$ cat config.mk
export PLATFORM = sky130hd
export DESIGN_NAME = lane_deskew_channel
export DESIGN_NICKNAME = d
export VERILOG_FILES = /design/src/hdl/lane_deskew_pkg.sv /design/src/hdl/lane_hist_if.sv /design/src/hdl/lane_deskew_channel.sv /design/src/hdl/lane_history.sv
export SDC_FILE = /design/constraint.sdc
export NUM_CORES = 1
export LEC_CHECK = 0
export ABC_AREA = 1
export BUFFER_PORTS_ARGS = -buffer_cell sky130_fd_sc_hd__buf_2
export CELL_PAD_IN_SITES_DETAIL_PLACEMENT = 1
export CELL_PAD_IN_SITES_GLOBAL_PLACEMENT = 2
export CORE_UTILIZATION = 39
export DETAILED_ROUTE_END_ITERATION = 16
export GPL_TIMING_DRIVEN = 0
export MAX_ROUTING_LAYER = met4
export PLACE_DENSITY = 0.78
export REMOVE_ABC_BUFFERS = 1
export SLEW_MARGIN = 15
export SYNTH_ARGS = -nofsm -noshare
export SYNTH_HDL_FRONTEND = slang
export SYNTH_SLANG_ARGS = --single-unit
$ cat constraint.sdc
create_clock -name sys_clk -period 13.8 [get_ports sys_clk]
set_clock_uncertainty 0.05 [all_clocks]
set_input_delay 1.38 -clock sys_clk [delete_from_list [all_inputs] [get_ports sys_clk]]
set_output_delay 1.38 -clock sys_clk [all_outputs]
set_load 0.1 [all_outputs]
$ cat src/hdl/lane_deskew_pkg.sv
package lane_deskew_pkg;
    localparam int LANES = 10;
    localparam int SAMPLES_PER_ELEM = 4;
    localparam int PARITY_POS = 4;
    localparam int ELEMS = ((LANES + 3) / 4 < 2) ? 2 : (LANES + 3) / 4;
    localparam int ELEM_W = 3;
    localparam int POS_W = 3;
    localparam int LANE_W = 4;
    localparam int HIST_DEPTH = 16;
    localparam int TAP_W = 4;
    localparam int REF_DELAY = 8;
    localparam int LANE_LOCK_MATCHES = 8;
    localparam int MATCH_W = 4;
    localparam int FRAME_LOCK_GOOD = 4;
    localparam int FRAME_LOSE_BAD = 4;
    localparam int FRAME_CNT_W = 3;
    localparam int ERR_W = 16;
    localparam logic [ERR_W-1:0] ERR_RESET = 16'h0000;
    localparam logic [ERR_W-1:0] ERR_MAX = 16'hffff;

    typedef enum logic [1:0] {
        FRAME_HUNT = 2'b01,
        FRAME_LOCKED = 2'b10
    } frame_state_e;

    // parity sense of a frame element for the fixed lane count
    function automatic logic elem_is_odd(input logic [ELEM_W-1:0] idx);
        logic odd;
        odd = 1'b0;
        case (ELEMS)
            2: odd = (idx == 3'h1);
            3: odd = (idx == 3'h2);
            4: odd = (idx >= 3'h2);
            default: odd = (idx == 3'h2) || (idx == 3'h4);
        endcase
        return odd;
    endfunction

    // lane sampled in a data slot: from n-1 downward, wrapping to n-1
    function automatic logic [LANE_W-1:0] lane_of_slot(input logic [ELEM_W-1:0] elem,
                                                       input logic [POS_W-1:0] pos);
        int slot;
        slot = int'(elem) * SAMPLES_PER_ELEM + int'(pos);
        return LANE_W'(LANES - 1 - (slot % LANES));
    endfunction
endpackage

$ cat src/hdl/lane_hist_if.sv
interface lane_hist_if;
    logic [lane_deskew_pkg::LANES-1:0] wr_word;
    logic [lane_deskew_pkg::LANES-1:0][lane_deskew_pkg::TAP_W-1:0] taps;
    logic [lane_deskew_pkg::LANES-1:0] rd_word;
    modport store (input wr_word, input taps, output rd_word);
    modport user (output wr_word, output taps, input rd_word);
endinterface

$ cat src/hdl/lane_deskew_channel.sv
// Contract
// [RULE1] source stripes stream round-robin, earliest bit on lane n-1, latest lane 0
// [RULE2] each source lane passes a retiming stage before the link
// [RULE3] with inversion on, source inverts lane data through each odd element
// [RULE4] with inversion on, sink re-inverts data through each odd element
// [RULE5] reference channel copies one bit per lane, lane n-1 down to 0
// [RULE6] after four copied samples, one parity bit over them
// [RULE7] element order of even and odd depends on lane count
// [RULE8] reference frames follow back to back without gaps
// [RULE9] sink finds even and odd parity framing to place samples
// [RULE10] sink compares each lane with its reference sample to find delay
// [RULE11] alarm stays set while any lane has no match
// [RULE12] alarm clears only when all lanes matched with consistent skew
// [RULE13] after lock, measuring continues and alarm stays clear if consistent
// [RULE14] sink counts every reference versus lane mismatch as link error
// [RULE15] whole interface runs on the one recovered clock
// [RULE16] sink passes lanes through delay buffers absorbing lane offsets
// [RULE17] sink buffers carry each lane into the system timing domain
// [RULE18] reference copies are taken after inversion
// [RULE19] frame holds two to five five-bit elements in set order
// [RULE20] spare slots sample again from lane n-1 downward
// [RULE21] sink adjusts lane delay in whole bit steps to equalise
// [RULE22] even element parity makes ones even, odd element makes them odd
// [RULE23] lane count and buffer depth are named constants sized for skew
module lane_deskew_channel (
    input wire logic sys_clk,
    input wire logic arst_n,
    input wire logic inversion_enable,
    input wire logic [lane_deskew_pkg::LANES-1:0] src_stream_chunk,
    output logic [lane_deskew_pkg::LANES-1:0] tx_lane_bits,
    output logic tx_skew_ref_channel,
    input wire logic [lane_deskew_pkg::LANES-1:0] rx_lane_bits,
    input wire logic rx_skew_ref_channel,
    output logic [lane_deskew_pkg::LANES-1:0] sink_lane_bits,
    output logic sink_frame_locked,
    output logic out_of_alignment_alarm,
    output logic [lane_deskew_pkg::ERR_W-1:0] link_error_count
);
    localparam int N = lane_deskew_pkg::LANES;

    // reset release
    logic [1:0] rst_sync;
    logic rst_n;
    always_ff @(posedge sys_clk or negedge arst_n) begin
        if (!arst_n) begin
            rst_sync <= 2'h0;
        end else begin
            rst_sync <= {rst_sync[0], 1'b1};
        end
    end
    assign rst_n = rst_sync[1];

    // ---------------- source ----------------
    logic [N-1:0] lane_rt;
    logic [lane_deskew_pkg::ELEM_W-1:0] t_elem;
    logic [lane_deskew_pkg::POS_W-1:0] t_pos;
    logic t_acc;
    logic src_data_slot;
    wire t_elem_end = (t_pos == lane_deskew_pkg::POS_W'(lane_deskew_pkg::PARITY_POS));
    wire t_frame_end = t_elem_end &&
        (t_elem == lane_deskew_pkg::ELEM_W'(lane_deskew_pkg::ELEMS - 1));
    wire t_odd = lane_deskew_pkg::elem_is_odd(t_elem);
    wire src_inv = inversion_enable && t_odd;
    wire [N-1:0] src_word = lane_rt ^ {N{src_inv}};
    wire [lane_deskew_pkg::LANE_W-1:0] t_lane = lane_deskew_pkg::lane_of_slot(t_elem, t_pos);
    wire t_sample = src_word[t_lane];
    wire t_parity = t_acc ^ t_odd;
    wire next_ref = t_elem_end ? t_parity : t_sample;
    wire [lane_deskew_pkg::POS_W-1:0] next_t_pos = t_elem_end ? '0 : t_pos + 1'b1;
    wire [lane_deskew_pkg::ELEM_W-1:0] next_t_elem =
        t_frame_end ? '0 : (t_elem_end ? t_elem + 1'b1 : t_elem);

    // bit n-1 of each chunk is the earliest bit, so it lands on lane n-1
    always_ff @(posedge sys_clk or negedge rst_n) begin
        if (!rst_n) begin
            lane_rt <= '0;
        end else begin
            lane_rt <= src_stream_chunk; // [RULE1] [RULE2]
        end
    end

    // frame position; wraps straight into the next frame
    always_ff @(posedge sys_clk or negedge rst_n) begin
        if (!rst_n) begin
            t_elem <= '0;
            t_pos <= '0;
        end else begin
            t_elem <= next_t_elem; // [RULE7] [RULE8] [RULE19]
            t_pos <= next_t_pos;
        end
    end

    // running xor of the four copied samples
    always_ff @(posedge sys_clk or negedge rst_n) begin
        if (!rst_n) begin
            t_acc <= 1'b0;
        end else if (t_pos == '0) begin
            t_acc <= t_sample; // [RULE22]
        end else begin
            t_acc <= t_acc ^ t_sample;
        end
    end

    always_ff @(posedge sys_clk or negedge rst_n) begin
        if (!rst_n) begin
            tx_lane_bits <= '0;
            tx_skew_ref_channel <= 1'b0;
            src_data_slot <= 1'b0;
        end else begin
            tx_lane_bits <= src_word; // [RULE3]
            tx_skew_ref_channel <= next_ref; // [RULE5] [RULE6] [RULE18] [RULE20]
            src_data_slot <= !t_elem_end;
        end
    end

    // ---------------- sink ----------------
    lane_hist_if hist_bus();
    lane_history u_hist (
        .sys_clk(sys_clk),
        .rst_n(rst_n),
        .hist(hist_bus.store)
    );

    logic [lane_deskew_pkg::REF_DELAY-1:0] ref_dly;
    logic [3:0] win;
    logic [lane_deskew_pkg::ELEM_W-1:0] s_elem;
    logic [lane_deskew_pkg::POS_W-1:0] s_pos;
    lane_deskew_pkg::frame_state_e fstate;
    logic [lane_deskew_pkg::FRAME_CNT_W-1:0] good_cnt;
    logic [lane_deskew_pkg::FRAME_CNT_W-1:0] bad_cnt;
    logic [N-1:0][lane_deskew_pkg::TAP_W-1:0] skew;
    logic [N-1:0][lane_deskew_pkg::MATCH_W-1:0] match_cnt;
    logic [N-1:0] lane_locked;
    logic cmp_valid;
    logic cmp_ref;
    logic [lane_deskew_pkg::LANE_W-1:0] cmp_lane;
    logic out_inv;

    wire ref_now = ref_dly[lane_deskew_pkg::REF_DELAY-1];
    wire s_locked = (fstate == lane_deskew_pkg::FRAME_LOCKED);
    wire s_par_slot = (s_pos == lane_deskew_pkg::POS_W'(lane_deskew_pkg::PARITY_POS));
    wire s_odd = lane_deskew_pkg::elem_is_odd(s_elem);
    wire par_ok = ((^win) ^ ref_now) == s_odd;
    wire slip = !s_locked && s_par_slot && !par_ok;
    wire s_frame_end = s_par_slot &&
        (s_elem == lane_deskew_pkg::ELEM_W'(lane_deskew_pkg::ELEMS - 1));
    wire [lane_deskew_pkg::POS_W-1:0] next_s_pos = (s_par_slot && !slip) ? '0 :
                                                   (slip ? s_pos : s_pos + 1'b1);
    wire [lane_deskew_pkg::ELEM_W-1:0] next_s_elem = slip ? s_elem :
        (s_frame_end ? '0 : (s_par_slot ? s_elem + 1'b1 : s_elem));
    wire good_frame_par = s_par_slot && par_ok;
    wire bad_frame_par = s_par_slot && !par_ok;
    wire cmp_hit = (hist_bus.rd_word[cmp_lane] == cmp_ref);
    wire lane_err = cmp_valid && !cmp_hit;
    wire par_err = s_locked && bad_frame_par;
    wire [1:0] err_inc = {1'b0, lane_err} + {1'b0, par_err};
    wire [lane_deskew_pkg::ERR_W:0] err_sum = {1'b0, link_error_count} + {15'h0000, err_inc};
    wire [lane_deskew_pkg::ERR_W-1:0] next_err = err_sum[lane_deskew_pkg::ERR_W] ?
        lane_deskew_pkg::ERR_MAX : err_sum[lane_deskew_pkg::ERR_W-1:0];
    wire all_locked = s_locked && (&lane_locked);
    wire frame_good_last =
        good_cnt == lane_deskew_pkg::FRAME_CNT_W'(lane_deskew_pkg::FRAME_LOCK_GOOD - 1);
    wire frame_bad_last =
        bad_cnt == lane_deskew_pkg::FRAME_CNT_W'(lane_deskew_pkg::FRAME_LOSE_BAD - 1);

    always_comb begin
        for (int l = 0; l < N; l++) begin
            lane_locked[l] = (match_cnt[l] ==
                lane_deskew_pkg::MATCH_W'(lane_deskew_pkg::LANE_LOCK_MATCHES));
        end
    end

    // reference is held back so lanes may lead or lag it inside the buffer
    assign hist_bus.wr_word = rx_lane_bits; // [RULE16] [RULE17]
    assign hist_bus.taps = skew; // [RULE21]

    always_ff @(posedge sys_clk or negedge rst_n) begin
        if (!rst_n) begin
            ref_dly <= '0;
            win <= 4'h0;
        end else begin
            ref_dly <= {ref_dly[lane_deskew_pkg::REF_DELAY-2:0], rx_skew_ref_channel}; // [RULE15]
            win <= {win[2:0], ref_now};
        end
    end

    // framing search: hold the position one bit while parity fails
    always_ff @(posedge sys_clk or negedge rst_n) begin
        if (!rst_n) begin
            s_elem <= '0;
            s_pos <= '0;
        end else begin
            s_elem <= next_s_elem; // [RULE9]
            s_pos <= next_s_pos;
        end
    end

    always_ff @(posedge sys_clk or negedge rst_n) begin
        if (!rst_n) begin
            fstate <= lane_deskew_pkg::FRAME_HUNT;
            good_cnt <= '0;
            bad_cnt <= '0;
        end else begin
            unique case (fstate)
                lane_deskew_pkg::FRAME_HUNT: begin
                    if (bad_frame_par) begin
                        good_cnt <= '0;
                    end else if (good_frame_par) begin
                        good_cnt <= good_cnt + 1'b1;
                    end
                    bad_cnt <= '0;
                    if (good_frame_par && frame_good_last) begin
                        fstate <= lane_deskew_pkg::FRAME_LOCKED; // [RULE9]
                    end
                end
                lane_deskew_pkg::FRAME_LOCKED: begin
                    good_cnt <= '0;
                    if (good_frame_par) begin
                        bad_cnt <= '0;
                    end else if (bad_frame_par) begin
                        bad_cnt <= bad_cnt + 1'b1;
                    end
                    if (bad_frame_par && frame_bad_last) begin
                        fstate <= lane_deskew_pkg::FRAME_HUNT;
                    end
                end
            endcase
        end
    end

    // compare stage lines up with the registered buffer read
    always_ff @(posedge sys_clk or negedge rst_n) begin
        if (!rst_n) begin
            cmp_valid <= 1'b0;
            cmp_ref <= 1'b0;
            cmp_lane <= '0;
            out_inv <= 1'b0;
        end else begin
            cmp_valid <= s_locked && !s_par_slot;
            cmp_ref <= ref_now;
            cmp_lane <= lane_deskew_pkg::lane_of_slot(s_elem, s_pos);
            out_inv <= inversion_enable && s_locked && s_odd;
        end
    end

    // per-lane skew hunt: step one bit on a miss, count matches on a hit
    always_ff @(posedge sys_clk or negedge rst_n) begin
        if (!rst_n) begin
            skew <= '0;
            match_cnt <= '0;
        end else if (!s_locked) begin
            match_cnt <= '0;
        end else if (cmp_valid && cmp_hit) begin
            if (!lane_locked[cmp_lane]) begin
                match_cnt[cmp_lane] <= match_cnt[cmp_lane] + 1'b1; // [RULE10] [RULE13]
            end
        end else if (cmp_valid) begin
            match_cnt[cmp_lane] <= '0; // [RULE10]
            skew[cmp_lane] <= skew[cmp_lane] + 1'b1; // [RULE21]
        end
    end

    always_ff @(posedge sys_clk or negedge rst_n) begin
        if (!rst_n) begin
            out_of_alignment_alarm <= 1'b1;
            sink_frame_locked <= 1'b0;
            sink_lane_bits <= '0;
            link_error_count <= lane_deskew_pkg::ERR_RESET;
        end else begin
            out_of_alignment_alarm <= !all_locked; // [RULE11] [RULE12] [RULE13]
            sink_frame_locked <= s_locked;
            sink_lane_bits <= hist_bus.rd_word ^ {N{out_inv}}; // [RULE4]
            link_error_count <= next_err; // [RULE14]
        end
    end
endmodule

$ cat src/hdl/lane_history.sv
module lane_history (
    input wire logic sys_clk,
    input wire logic rst_n,
    lane_hist_if.store hist
);
    logic [lane_deskew_pkg::HIST_DEPTH-1:0][lane_deskew_pkg::LANES-1:0] mem; // [RULE23]

    // per-lane delay compensation: shift history, registered tap read
    always_ff @(posedge sys_clk or negedge rst_n) begin
        if (!rst_n) begin
            mem <= '0;
            hist.rd_word <= '0;
        end else begin
            mem <= {mem[lane_deskew_pkg::HIST_DEPTH-2:0], hist.wr_word};
            for (int l = 0; l < lane_deskew_pkg::LANES; l++) begin
                hist.rd_word[l] <= mem[hist.taps[l]][l];
            end
        end
    end
endmodule

## Word-level counts from Yosys, hierarchy flattened

Cells that the tools add are included.

- Memories: 0
- Bits of input ports: 24
- Bits in read-only memories: 0
- Bits in latches: 0
- Word-level logic and storage cells: 214
- Output and inout bits: 39
- Flip-flop bits (word level): 341
- RAM bits: 0

- Reductions and logical operators: 33
- Order comparisons: 13
- Add/subtract/negate cells: 14
- Multiply operators: 0
- Div/mod/pow operators: 2
- Mux-type cells: 57
- Bitwise gates (word level): 9
- Shift operators: 0
- Eq/ne operators: 27

Operators by type and width:

| operator | count |
|---|---|
| binary-select mux 10 bit (select 4 bit) | 10 |
| 2-to-1 mux 40 bit | 4 |
| bitwise mux 40 bit | 2 |
| remainder unit 32 x 5 -> 32 bit (second input constant) | 2 |
| less-than comparator 4 x 5 -> 1 bit (second input constant) | 12 |
| bitwise AND 40 bit | 1 |
| equality test 4 bit (second input constant) | 10 |
| NOT 40 bit | 1 |
| 2-to-1 mux 3 bit | 12 |
| binary-select mux 4 bit (select 4 bit) | 2 |
| bitwise XOR 10 bit | 2 |
| adder 3 x 1 -> 3 bit (second input constant) | 6 |
| logical AND 1 bit | 18 |
| adder 16 x 2 -> 17 bit | 1 |
| demux 4 bit (select 4 bit) | 1 |
| 2-to-1 mux 16 bit | 1 |
| 2-to-1 mux 4 bit | 4 |
| adder 5 x 3 -> 6 bit | 2 |
| binary-select mux 1 bit (select 4 bit) | 3 |
| equality test 3 x 2 -> 1 bit (second input constant) | 4 |
| case mux 3 bit (2 select lines) | 2 |
| 2-to-1 mux 10 bit | 1 |
| AND reduction 10 bit | 1 |
| 2-to-1 mux 9 bit | 1 |
| 28 further kinds | 52 |

## Depth between registers and ports, before layout

Gate-level depths: netlist of the first run.

- Depth in word-level cells: 9
- Depth in mapped cells: 28
- Depth with buffers taken out: 28

## Cells and area by module

From an unflattened synthesis of the first run, not the netlist that was laid out.

- Cell total of the unflattened synthesis: 1,742
- Area, all modules: 15,438.6 um^2

Modules (own cells, without submodules):

| module | cells each | times used | area each (um^2) | sequential area each (um^2) |
|---|---|---|---|---|
| lane_deskew_channel | 1,072 | 1 | 8,862.2 | 4,256.6 |
| lane_history | 670 | 1 | 6,576.3 | 4,254.1 |

## Worst setup path after synthesis of the first run

OpenSTA, ideal clock, no wires.

- Path kind: register -> register
- From: register t_elem[0] in the netlist's numbering
- To: register t_acc
- Data required time: 13.633 ns
- Stages on the path, launching flop included: 22
- Data arrival time: 3.155 ns
- Buffers on the path: 0
- Library setup time: 0.117 ns
- Slack: 10.478 ns
- Period minus slack after synthesis: 3.322 ns
- Cell sequence: dfrtp_1 > ha_1 > nand3_1 > nand2_1 > ha_1 > inv_1 > nand2_1 > ha_1 > o31ai_1 > nand3_1 > nand2_1 > xor2_1 > ha_1 > nand3b_1 > nand2_1 > nand3b_1 > nand2_1 > nand3_1 > nand2_1 > nand3_1 > nand3_1 > nand2_1

- Word-level cells in the longest chain between the ends: 7
- Elaborated cells between the ends (all ways): 10
- Classes of those cells: add/sub (2); div (1); eq/ne (1); mux (3); bitwise (2); reduce/logical (1)

RTL lines:

| item | RTL line | source |
|---|---|---|
| start: declaration | lane_deskew_channel.sv:55 | `logic [lane_deskew_pkg::ELEM_W-1:0] t_elem;` |
| start signal: assignment | lane_deskew_channel.sv:88 | `t_elem <= next_t_elem;` |
| adder 5 x 3 -> 6 bit / equality test 3 x 2 -> 1 bit (equally long branches) | -- |  |
| remainder unit 32 x 5 -> 32 bit / logical AND 1 bit (equally long branches) | lane_deskew_pkg.sv:44, lane_deskew_channel.sv:63 |  |
| subtractor 4 bit / bitwise XOR 10 bit (equally long branches) | lane_deskew_pkg.sv:44, lane_deskew_channel.sv:64 |  |
| binary-select mux 1 bit (select 4 bit) * | lane_deskew_channel.sv:66 | `wire t_sample = src_word[t_lane];` |
| 2-to-1 mux 1 bit (implied by the code) * | lane_deskew_channel.sv:66 |  |
| bitwise XOR 1 bit | lane_deskew_channel.sv:100 | `t_acc <= t_acc ^ t_sample;` |
| 2-to-1 mux 1 bit * | lane_deskew_channel.sv:97 | `end else if (t_pos == '0) begin` |
| end signal: assignment | lane_deskew_channel.sv:98 | `t_acc <= t_sample;` |
| end signal: assignment | lane_deskew_channel.sv:100 |  |
| end: declaration | lane_deskew_channel.sv:57 | `logic t_acc;` |

Mark *: on every way between the ends. The rest lies on a longest branch, timed or not. The select of a mux whose other input is x is not followed.
A chain may end at the register's enable or synchronous reset.

## Worst setup path in the final report of the first run

- From: register cmp_lane[0] in the netlist's numbering
- To: register match_cnt[30] in the netlist's numbering

- Word-level cells in the longest chain between the ends: 9
- Elaborated cells between the ends (all ways): 24
- Classes of those cells: add/sub (1); order compare (2); eq/ne (3); mux (13); bitwise (2); reduce/logical (3)

RTL lines:

| item | RTL line | source |
|---|---|---|
| start: declaration | lane_deskew_channel.sv:136 | `logic [lane_deskew_pkg::LANE_W-1:0] cmp_lane;` |
| start signal: assignment | lane_deskew_channel.sv:241 | `cmp_lane <= lane_deskew_pkg::lane_of_slot(s_elem, s_pos);` |
| parallel branches: the longest is 9 deep, another holds adder 4 x 1 -> 4 bit | -- |  |
| end signal: indexed assignment | lane_deskew_channel.sv:255 | `match_cnt[cmp_lane] <= match_cnt[cmp_lane] + 1'b1;` |
| end: declaration | lane_deskew_channel.sv:132 | `logic [N-1:0][lane_deskew_pkg::MATCH_W-1:0] match_cnt;` |

Parallel ways; which one is timed is not known. The select of a mux whose other input is x is not followed.

==> metrics.yaml, run 1 <==
run_status: "completed"
post-cts-setup-buffers: 0
viasPerCell: 5.16
rrSetupSlack_ps: 9500
routed_wl_um: 40500
required_ps: 14190
synth_cells: 1650
synthToLayoutAreaGrowth_pct: 15.1
yosys_register_bits: 340
clk_pin_slew_ps: 60
hpwl_um: 28000
final_antenna_net_count: 0
setup-violations-final: 0
leakagePower_uw: 0.00813
core_um2: 37900
timing.fmax_ghz: 0.232
cp.arrival_ps: 4700
grt_pass1_vias: 12400
p_per_area_nw_per_um2: 183
clockRootBuffer: "clkbuf_16"
yosysSeqAreaShare: 0.563
synth_cell_types: 50
reg2reg_to: "match_cnt[30]$_DFFE_PN0P_"
hold_class: "register to asynchronous set/reset pin"
finalCritPeriodShare: 0.312
cp-end-kind: "register"
portBuffers: 62
dr.pass1.iters: 5
grt_setup_unrepaired: "false"
track_usage: 0.226
drc: 0
period_needed_ps: 4300
overflow: 0
nets: 1775
num_antenna_cells: 0
ctsResizeCount: 0
cts_tree: "yes"
cp_num_cells: 13
io-pin-count: 63
peakVddDrop_uv: 183
drive_gt1_frac: 0.110
dieArea_um2: 39600
grt_first_pass_wirelength_um: 67800
critPathBufInv: 1
relSlewSlack: 0.358
htree_levels: 2
path_class: "register to register"
cp_cell_sequence: "nor2_4, inv_2, nor2_1, a21oi_1, nand3_2, ha_1, nand4_1, nand2_1, nor2_1, nor2_1, nor2_1, nand2_1, o21ai_1"
ys.warnings.count: 0
grt_antenna_before_repair: 0
finalWeightedCongestion: 0.842
grt_max_degree: 61
synth_edf_count: 0
slew_viol_final: 0
fp.dieH_um: 199
ff2ff_path_depth: 13
path_delay_family: "simple AND/OR/NAND/NOR gates"
worstPathMaxFanout: 15
synth_area_per_cell_um2: 9.16
fin_cells: 2261
cts_sinks: 340
tightest_slew_ps: 959
rr_startpoint: "cmp_lane[0]$_DFF_PN0_"
clockBufferDepth: 3
cts_hold_buffers: 0
start_util: 0.399
final_common_cell: "nand2_1"
async_flop_share: 1.00
layout_common_cells: "381 x nand2_1, 337 x dfrtp_1, 172 x o21ai_0"
max_stage_delay_ps: 710
ys_dominant_reg_cell: "dfrtp_1"
die_w_um: 199
insertion_delay_ps: 560
final_util: 0.459
maxCapViolCount: 0
crit_path_start_kind: "register"
cts_made_buffers: 40
drt_iter0_drc: 619
slowest_stage: "nor2_1"
dp.cells: 2191
rows: 71
wl_per_cell_um: 17.9
hold_violations: 0
vias: 11700
crit_path_frequent_cell: "nor2_1"
synth_area_um2: 15100
## power breakdown
group,internal (uW),switching [uW]
logic,219,594
clock network,654,427
registers,1140,155
## sequential cells by signal, summed over array words and instances, names as in the netlist, 10 cells and up
register	flops
hist_bus.taps	40
lane_rt	10
link_error_count	16
match_cnt	40
sink_lane_bits	10
tx_lane_bits	10
u_hist.hist.rd_word	10
u_hist.mem	160
## layout make-up
class	count	area (um^2)
Tap cell	511	639
Clock buffer	54	1140
Sequential cell	340	8510
Multi-Input combinational cell	1097	5730
Inverter	173	657
Clock inverter	16	209
Fill cell	4366	20500
Timing Repair Buffer	70	515
## synthesized netlist by cell type, types with 5 or more instances
cell      count  share of area
o221ai_1     30          0.017
buf_4         5         0.0025
mux2i_1       7         0.0046
nand2_1     381          0.095
inv_1       155          0.038
nand4_1      23         0.0095
nand3b_1      8         0.0040
nand3_1     116          0.038
nor3_1       10         0.0033
a21oi_1      18         0.0060
o21ai_0     172          0.057
buf_2         9         0.0030
xnor2_1      11         0.0064
ha_1         28          0.023
dfrtp_1     338           0.56
o211ai_1     10         0.0050
nor2_1      145          0.036
clkbuf_1     17         0.0042
o21ai_1      21         0.0070
nor2_4       11         0.0082
clkinv_1      8         0.0020
inv_2         8         0.0020
nand2_2      15         0.0062
buf_6         7         0.0052
xor2_1       25          0.014
o22ai_1      24         0.0099
## metal layers
layer  GRT usage  vias up  wire length, um
li1            -     5610                -
met1       0.307     5856            19600
met2       0.355      162            18800
met3      0.0312       49             1350
met4      0.0578        0              710
met5           -        -                0
## how the worst max path moves through the flow
| stage | startpoint | endpoint | slack (ps) |
|---|---|---|---|
| after global placement | rst_sync[1]$_DFF_PN0_ | sink_frame_locked$_DFF_PN0_ | -420 |
| after CTS | cmp_lane[0]$_DFF_PN0_ | match_cnt[30]$_DFFE_PN0P_ | 9520 |
| after global routing | cmp_lane[0]$_DFF_PN0_ | link_error_count[10]$_DFF_PN0_ | 9110 |
| after detailed placement | cmp_lane[0]$_DFF_PN0_ | match_cnt[30]$_DFFE_PN0P_ | 9560 |
| final | cmp_lane[0]$_DFF_PN0_ | match_cnt[30]$_DFFE_PN0P_ | 9500 |
| after floorplan | rst_sync[1]$_DFF_PN0_ | bad_cnt[0]$_DFFE_PN0P_ | 3580 |
## cell families (layout without fill, tap and decap cells)
logic type                 count (synthesis)  after routing  synth area share
adders and majority gates                 29             29            0.0245
and+or+nand+nor                          729            729             0.214
muxes                                      7              7           0.00463
AOI/OAI and AO/OA                        293            293             0.112
xor gates and xnor gates                  38             38            0.0230
DFF                                      340            340             0.563
buffers and inverters                    213            313            0.0588
other                                      1              1          0.000248
## stage by stage
step	power, uW	TNS (ps)	area, um^2	setup WS, ps	hold WS [ps]
6_report	3190	0	17400	9500	253
5_1_grt	3370	0	17400	9110	296
4_1_cts	3230	0	17400	9520	271
3_5_place_dp	2130	0	16100	9560	265
3_3_place_gp	2100	-131920	15800	-423	282
2_1_floorplan	1870	0	14900	3580	281
No activity file was read; power rests on OpenSTA's default activity.
==> run 2: changes to the inputs <==
==> constraint.sdc (replaced) <==
create_clock -name sys_clk -period 4.3 [get_ports sys_clk]
set_clock_uncertainty 0.05 [all_clocks]
set_input_delay 0.43 -clock sys_clk [delete_from_list [all_inputs] [get_ports sys_clk]]
set_output_delay 0.43 -clock sys_clk [all_outputs]
set_load 0.1 [all_outputs]
==> metrics.yaml, run 2 (synthesis gave the netlist of run 1 again) <==
design_area_um2: 17600  # +1.4%
grt_antenna_before_repair: 0  # unchanged
num_antenna_cells: 0  # unchanged
period_needed_ps: 3880  # -427 ps
slew_viol_final: 0  # unchanged
nets: 1797  # +1.2%
cts_sinks: 340  # unchanged
setup-violations-final: 0  # unchanged
required_ps: 4690  # -9500 ps
finalWeightedCongestion: 0.842  # unchanged
crit_path_frequent_cell: "nor2_1"
drt_iter0_drc: 619  # unchanged
drc: 0  # unchanged
hold_class: "input port to register"
clockBufferDepth: 3  # unchanged
finalCritPeriodShare: 0.902  # +0.590
hold_violations: 0  # unchanged
io-pin-count: 63  # unchanged
peakVddDrop_uv: 593  # +220%
viasPerCell: 5.16  # -0.11%
top_register: "u_hist.mem"
core_um2: 37900  # unchanged
cp-end-kind: "register"
relSlewSlack: 0.351  # -0.00736
rows: 71  # unchanged
insertion_delay_ps: 560  # about the same
cp_cell_sequence: "nor2_4, inv_2, nor2_2, a21oi_1, nand3_2, ha_1, nand4_1, nand2_1, nor2_1, nor2_1, nor2_1, nand2_1, o21ai_1"
hpwl_um: 28000  # unchanged
final_common_cell: "nand2_1"
portBuffers: 62  # unchanged
timing.fmax_ghz: 0.258  # +11%
htree_levels: 2  # unchanged
synthToLayoutAreaGrowth_pct: 16.7
start_util: 0.399  # unchanged
p_per_area_nw_per_um2: 582  # +220%
grt_pass1_vias: 12500  # +0.73%
cp.arrival_ps: 4270  # -430 ps
rrSetupSlack_ps: 420  # -9070 ps
clockRootBuffer: "clkbuf_16"
wl_per_cell_um: 17.9  # -0.40%
die_w_um: 199  # unchanged
clk_pin_slew_ps: 60  # about the same
final_antenna_net_count: 0  # unchanged
cts_tree: "yes"
drive_gt1_frac: 0.111  # +0.00146
largest_reg_flops: 160  # unchanged
vias: 11800  # +0.86%
dr.pass1.iters: 5  # unchanged
cts_made_buffers: 40  # unchanged
fin_setup_tns_ps: 0  # unchanged
leakagePower_uw: 0.00822  # +1.1%
fp.dieH_um: 199  # unchanged
grt_max_degree: 61  # unchanged
slowest_stage: "nand4_1"
path_class: "register to register"
max_stage_delay_ps: 620  # -90 ps
maxCapViolCount: 0  # unchanged
dpl_cell_area_um2: 16100  # unchanged
grt_setup_unrepaired: "false"
run_status: "completed"
nFillCells: 4363  # -0.069%
worstPathMaxFanout: 15  # unchanged
crit_path_start_kind: "register"
grt_first_pass_wirelength_um: 68200  # +0.53%
layout_common_cells: "381 x nand2_1, 336 x dfrtp_1, 172 x o21ai_0"
routed_wl_um: 40800  # +0.57%
track_usage: 0.227  # +0.00108
tightest_slew_ps: 970  # +11.0 ps
overflow: 0  # unchanged
post-cts-setup-buffers: 0  # unchanged
dieArea_um2: 39600  # unchanged
run 2: path summary, 6_finish.rpt:
path	start	end	depth (start not counted)
max in group asynchronous	rst_sync[1]$_DFF_PN0_	out_of_alignment_alarm$_DFF_PN1_	2
worst max register to register	cmp_lane[0]$_DFF_PN0_	match_cnt[30]$_DFFE_PN0P_	13
worst max-delay path	cmp_lane[0]$_DFF_PN0_	match_cnt[30]$_DFFE_PN0P_	13
worst min-delay path	inversion_enable	out_inv$_DFF_PN0_	3
worst min register to register	rst_sync[1]$_DFF_PN0_	u_hist.mem[132]$_DFF_PN0_	0
min in group asynchronous	arst_n	rst_sync[0]$_DFF_PN0_	2
run 2: what timing repair did:
item,CTS,global route
resized for setup,0,5
hold buffers,22,0
endpoints found under the setup margin,0,25
hold endpoints to repair,23,0
run 2: critical path: cells and delay by family, from the launching register on:
| family | cells | cell delay (ps) |
|---|---|---|
| buffers and inverters | 1 | 250 |
| AND/OR/NAND/NOR | 9 | 2430 |
| adder cells (fa/ha/maj) | 1 | 220 |
| flip-flops | 1 | 520 |
| AO/OA/AOI/OAI | 2 | 280 |
run 2: report_power, final:
part	total (uW)	switching (uW)	leakage [uW]	internal, uW
Combinational	2620	1910	0.00349	715
Clock	3470	1370	0.000648	2100
Sequential	4170	500	0.00409	3670
run 2: per-stage QoR:
step	cells	hold WS (ps)	util	worst slack, ps	power, uW
2_1_floorplan	1610	84.4	-	-5920	6010
3_3_place_gp	2183	165	0.417	-9920	6750
3_5_place_dp	2191	168	0.423	55.4	6830
4_1_cts	2283	76.8	0.464	22.1	10400
5_1_grt	2283	95.4	0.465	50.9	10800
6_report	2283	103	0.465	422	10300
run 2: area by class of cell:
type                    count  area, um^2  share of cell area
flip-flops and latches    340        8520               0.483
well taps                 511         639              0.0362
clock buffers              54        1140              0.0644
clock inverters            16         209              0.0118
multi-input cells        1097        5750               0.326
repair buffers             92         736              0.0417
inverters                 173         657              0.0372
run 2: layer usage:
layer,vias to the layer above,global-route usage,routed length (um)
met4,0,0.0578,735
met3,51,0.0312,1330
met2,154,0.358,18900
met1,5919,0.307,19800
li1,5654,-,-
met5,-,-,0
==> run 3: changes to the inputs <==
--- a/config.mk
+++ b/config.mk
@@ -6,11 +6,11 @@
 export NUM_CORES = 1
 export LEC_CHECK = 0
 export ABC_AREA = 1
-export BUFFER_PORTS_ARGS = -buffer_cell sky130_fd_sc_hd__buf_2
 export CELL_PAD_IN_SITES_DETAIL_PLACEMENT = 1
 export CELL_PAD_IN_SITES_GLOBAL_PLACEMENT = 2
-export CORE_UTILIZATION = 39
+export CORE_UTILIZATION = 40
 export DETAILED_ROUTE_END_ITERATION = 16
+export DONT_BUFFER_PORTS = 1
 export GPL_TIMING_DRIVEN = 0
 export MAX_ROUTING_LAYER = met4
 export PLACE_DENSITY = 0.78
==> metrics.yaml, run 3 (synthesis gave the netlist of run 1 again) <==
combPwrFrac: 0.194  # -0.062
setup-violations-final: 0  # unchanged
power.total_uw: 10100  # -1.6%
fp.dieH_um: 196  # -1.2%
drive_gt1_frac: 0.0744  # -0.0368
synthToLayoutAreaGrowth_pct: 14.2
p_per_area_nw_per_um2: 584  # +0.47%
wl_met1_um: 19500  # -1.3%
design_area_um2: 17300  # -2.1%
finalCritPeriodShare: 0.903  # about the same
nets: 1735  # -3.5%
final_antenna_net_count: 0  # unchanged
dr.pass1.iters: 5  # unchanged
p_int_uw: 6380  # -1.6%
grt_first_pass_wirelength_um: 67300  # -1.3%
slew_viol_final: 0  # unchanged
worstPathMaxFanout: 11  # -4
hold_class: "input port to asynchronous set/reset pin"
whs_ps: 72.8  # -30.2 ps
required_ps: 4670  # -20 ps
cts_sinks: 340  # unchanged
dieArea_um2: 38600  # -2.5%
wl_per_cell_um: 18.3  # +2.4%
post-cts-setup-buffers: 0  # unchanged
p_seq_frac: 0.470  # +0.064
crit_path_start_kind: "register"
overflow: 0  # unchanged
rows: 70  # -1.4%
fin_setup_tns_ps: 0  # unchanged
highest_layer: "met4"
clockRootBuffer: "clkbuf_16"
die_w_um: 196  # -1.2%
grt_max_degree: 62  # +1.6%
top_register: "u_hist.mem"
period_needed_ps: 3880  # +3.18 ps
vias: 11500  # -2.3%
rrSetupSlack_ps: 420  # about the same
tightest_slew_ps: 992  # +21.9 ps
drc: 0  # unchanged
clk_pin_slew_ps: 60  # about the same
portBuffers: 0  # -100%
cp.arrival_ps: 4250  # -20 ps
viasPerCell: 5.20  # +0.87%
track_usage: 0.227  # +0.000567
clockBufferDepth: 3  # unchanged
io-pin-count: 63  # unchanged
peakVddDrop_uv: 326  # -45%
p_clk_frac: 0.336  # -0.002
drt_iter0_drc: 608  # -1.8%
p_sw_uw: 3710  # -1.8%
start_util: 0.410  # +0.0115
routed_wl_um: 40400  # -0.83%
leakagePower_uw: 0.00795  # -3.3%
dpl_cell_area_um2: 15700  # -2.0%
cp-end-kind: "register"
hold_violations: 0  # unchanged
cts_tree: "yes"
core_um2: 36900  # -2.8%
path_class: "register to register"
maxCapViolCount: 0  # unchanged
hpwl_um: 27700  # -0.99%
grt_setup_unrepaired: "false"
largest_reg_flops: 160  # unchanged
relSlewSlack: 0.339  # -0.0122
insertion_delay_ps: 560  # about the same
finalWeightedCongestion: 0.811  # -3.7%
layout_common_cells: "381 x nand2_1, 336 x dfrtp_1, 172 x o21ai_0"
switching_share: 0.368  # -0.000380
final_common_cell: "nand2_1"
run_status: "completed"
wl_met3_um: 1520  # +14%
cts_made_buffers: 39  # -2.5%
htree_levels: 2  # unchanged
grt_pass1_vias: 12100  # -2.8%
grt_antenna_before_repair: 0  # unchanged
num_antenna_cells: 0  # unchanged
wl_met2_um: 18600  # -1.8%
timing.fmax_ghz: 0.258  # about the same
-- run 3: metal layers --
layer | vias to the layer above | global-route usage
li1 | 5509 | -
met1 | 5781 | 0.312
met2 | 165 | 0.348
met3 | 56 | 0.0342
met4 | 0 | 0.0683
met5 | - | -
-- run 3: worst paths after layout --
check	startpoint	endpoint	cells past startpoint
worst max register to register	cmp_lane[0]$_DFF_PN0_	link_error_count[15]$_DFF_PN0_	17
worst max-delay path	cmp_lane[0]$_DFF_PN0_	link_error_count[15]$_DFF_PN0_	17
max in group asynchronous	rst_sync[1]$_DFF_PN0_	out_of_alignment_alarm$_DFF_PN1_	3
worst min-delay path	arst_n	rst_sync[0]$_DFF_PN0_	1
min in group sys_clk	inversion_enable	tx_lane_bits[6]$_DFF_PN0_	2
worst min register to register	ref_dly[5]$_DFF_PN0_	ref_dly[6]$_DFF_PN0_	0
-- run 3: what timing repair did --
action,CTS,global route
hold endpoints to repair,24,0
hold buffers,23,0
gates resized for setup,0,4
endpoints found under the setup margin,0,24
-- run 3: per-stage QoR --
step,cells,util,worst slack (ps)
4_1_cts,2212,0.468,85.1
3_5_place_dp,2122,0.427,108
2_1_floorplan,1610,-,-5920
6_report,2212,0.468,418
5_1_grt,2212,0.468,30.2
3_3_place_gp,2114,0.421,-9740
-- run 3: final cells by class --
class                   instances  area, um^2
fillers                      4255       19600
flip-flops and latches        340        8520
multi-input cells            1097        5740
clock buffers                  55        1090
inverters                     173         657
well taps                     504         631
repair buffers                 31         428
clock inverters                12         208
-- run 3: power by group through the flow --
stage	combinational (uW)	clock (uW)	sequential [uW]
6_report	1960	3380	4740
5_1_grt	2240	3610	4830
4_1_cts	1970	3490	4750
3_5_place_dp	1940	0	4790
3_3_place_gp	1810	0	4850
2_1_floorplan	1360	0	4640
-- run 3: worst max-delay path: stages (launching register included) --
cell and delay [ps]:
dfrtp_2 550, inv_2 110, nor2_4 310, nand2_4 160
inv_2 240, a21oi_1 130, nand4_1 160, nand3_2 160
inv_4 150, fa_1 200, nand3_1 160, nor3_1 290
inv_1 120, nor4_1 340, nand3_1 200, nor2_1 190
xor2_1 160, nand2_1 70
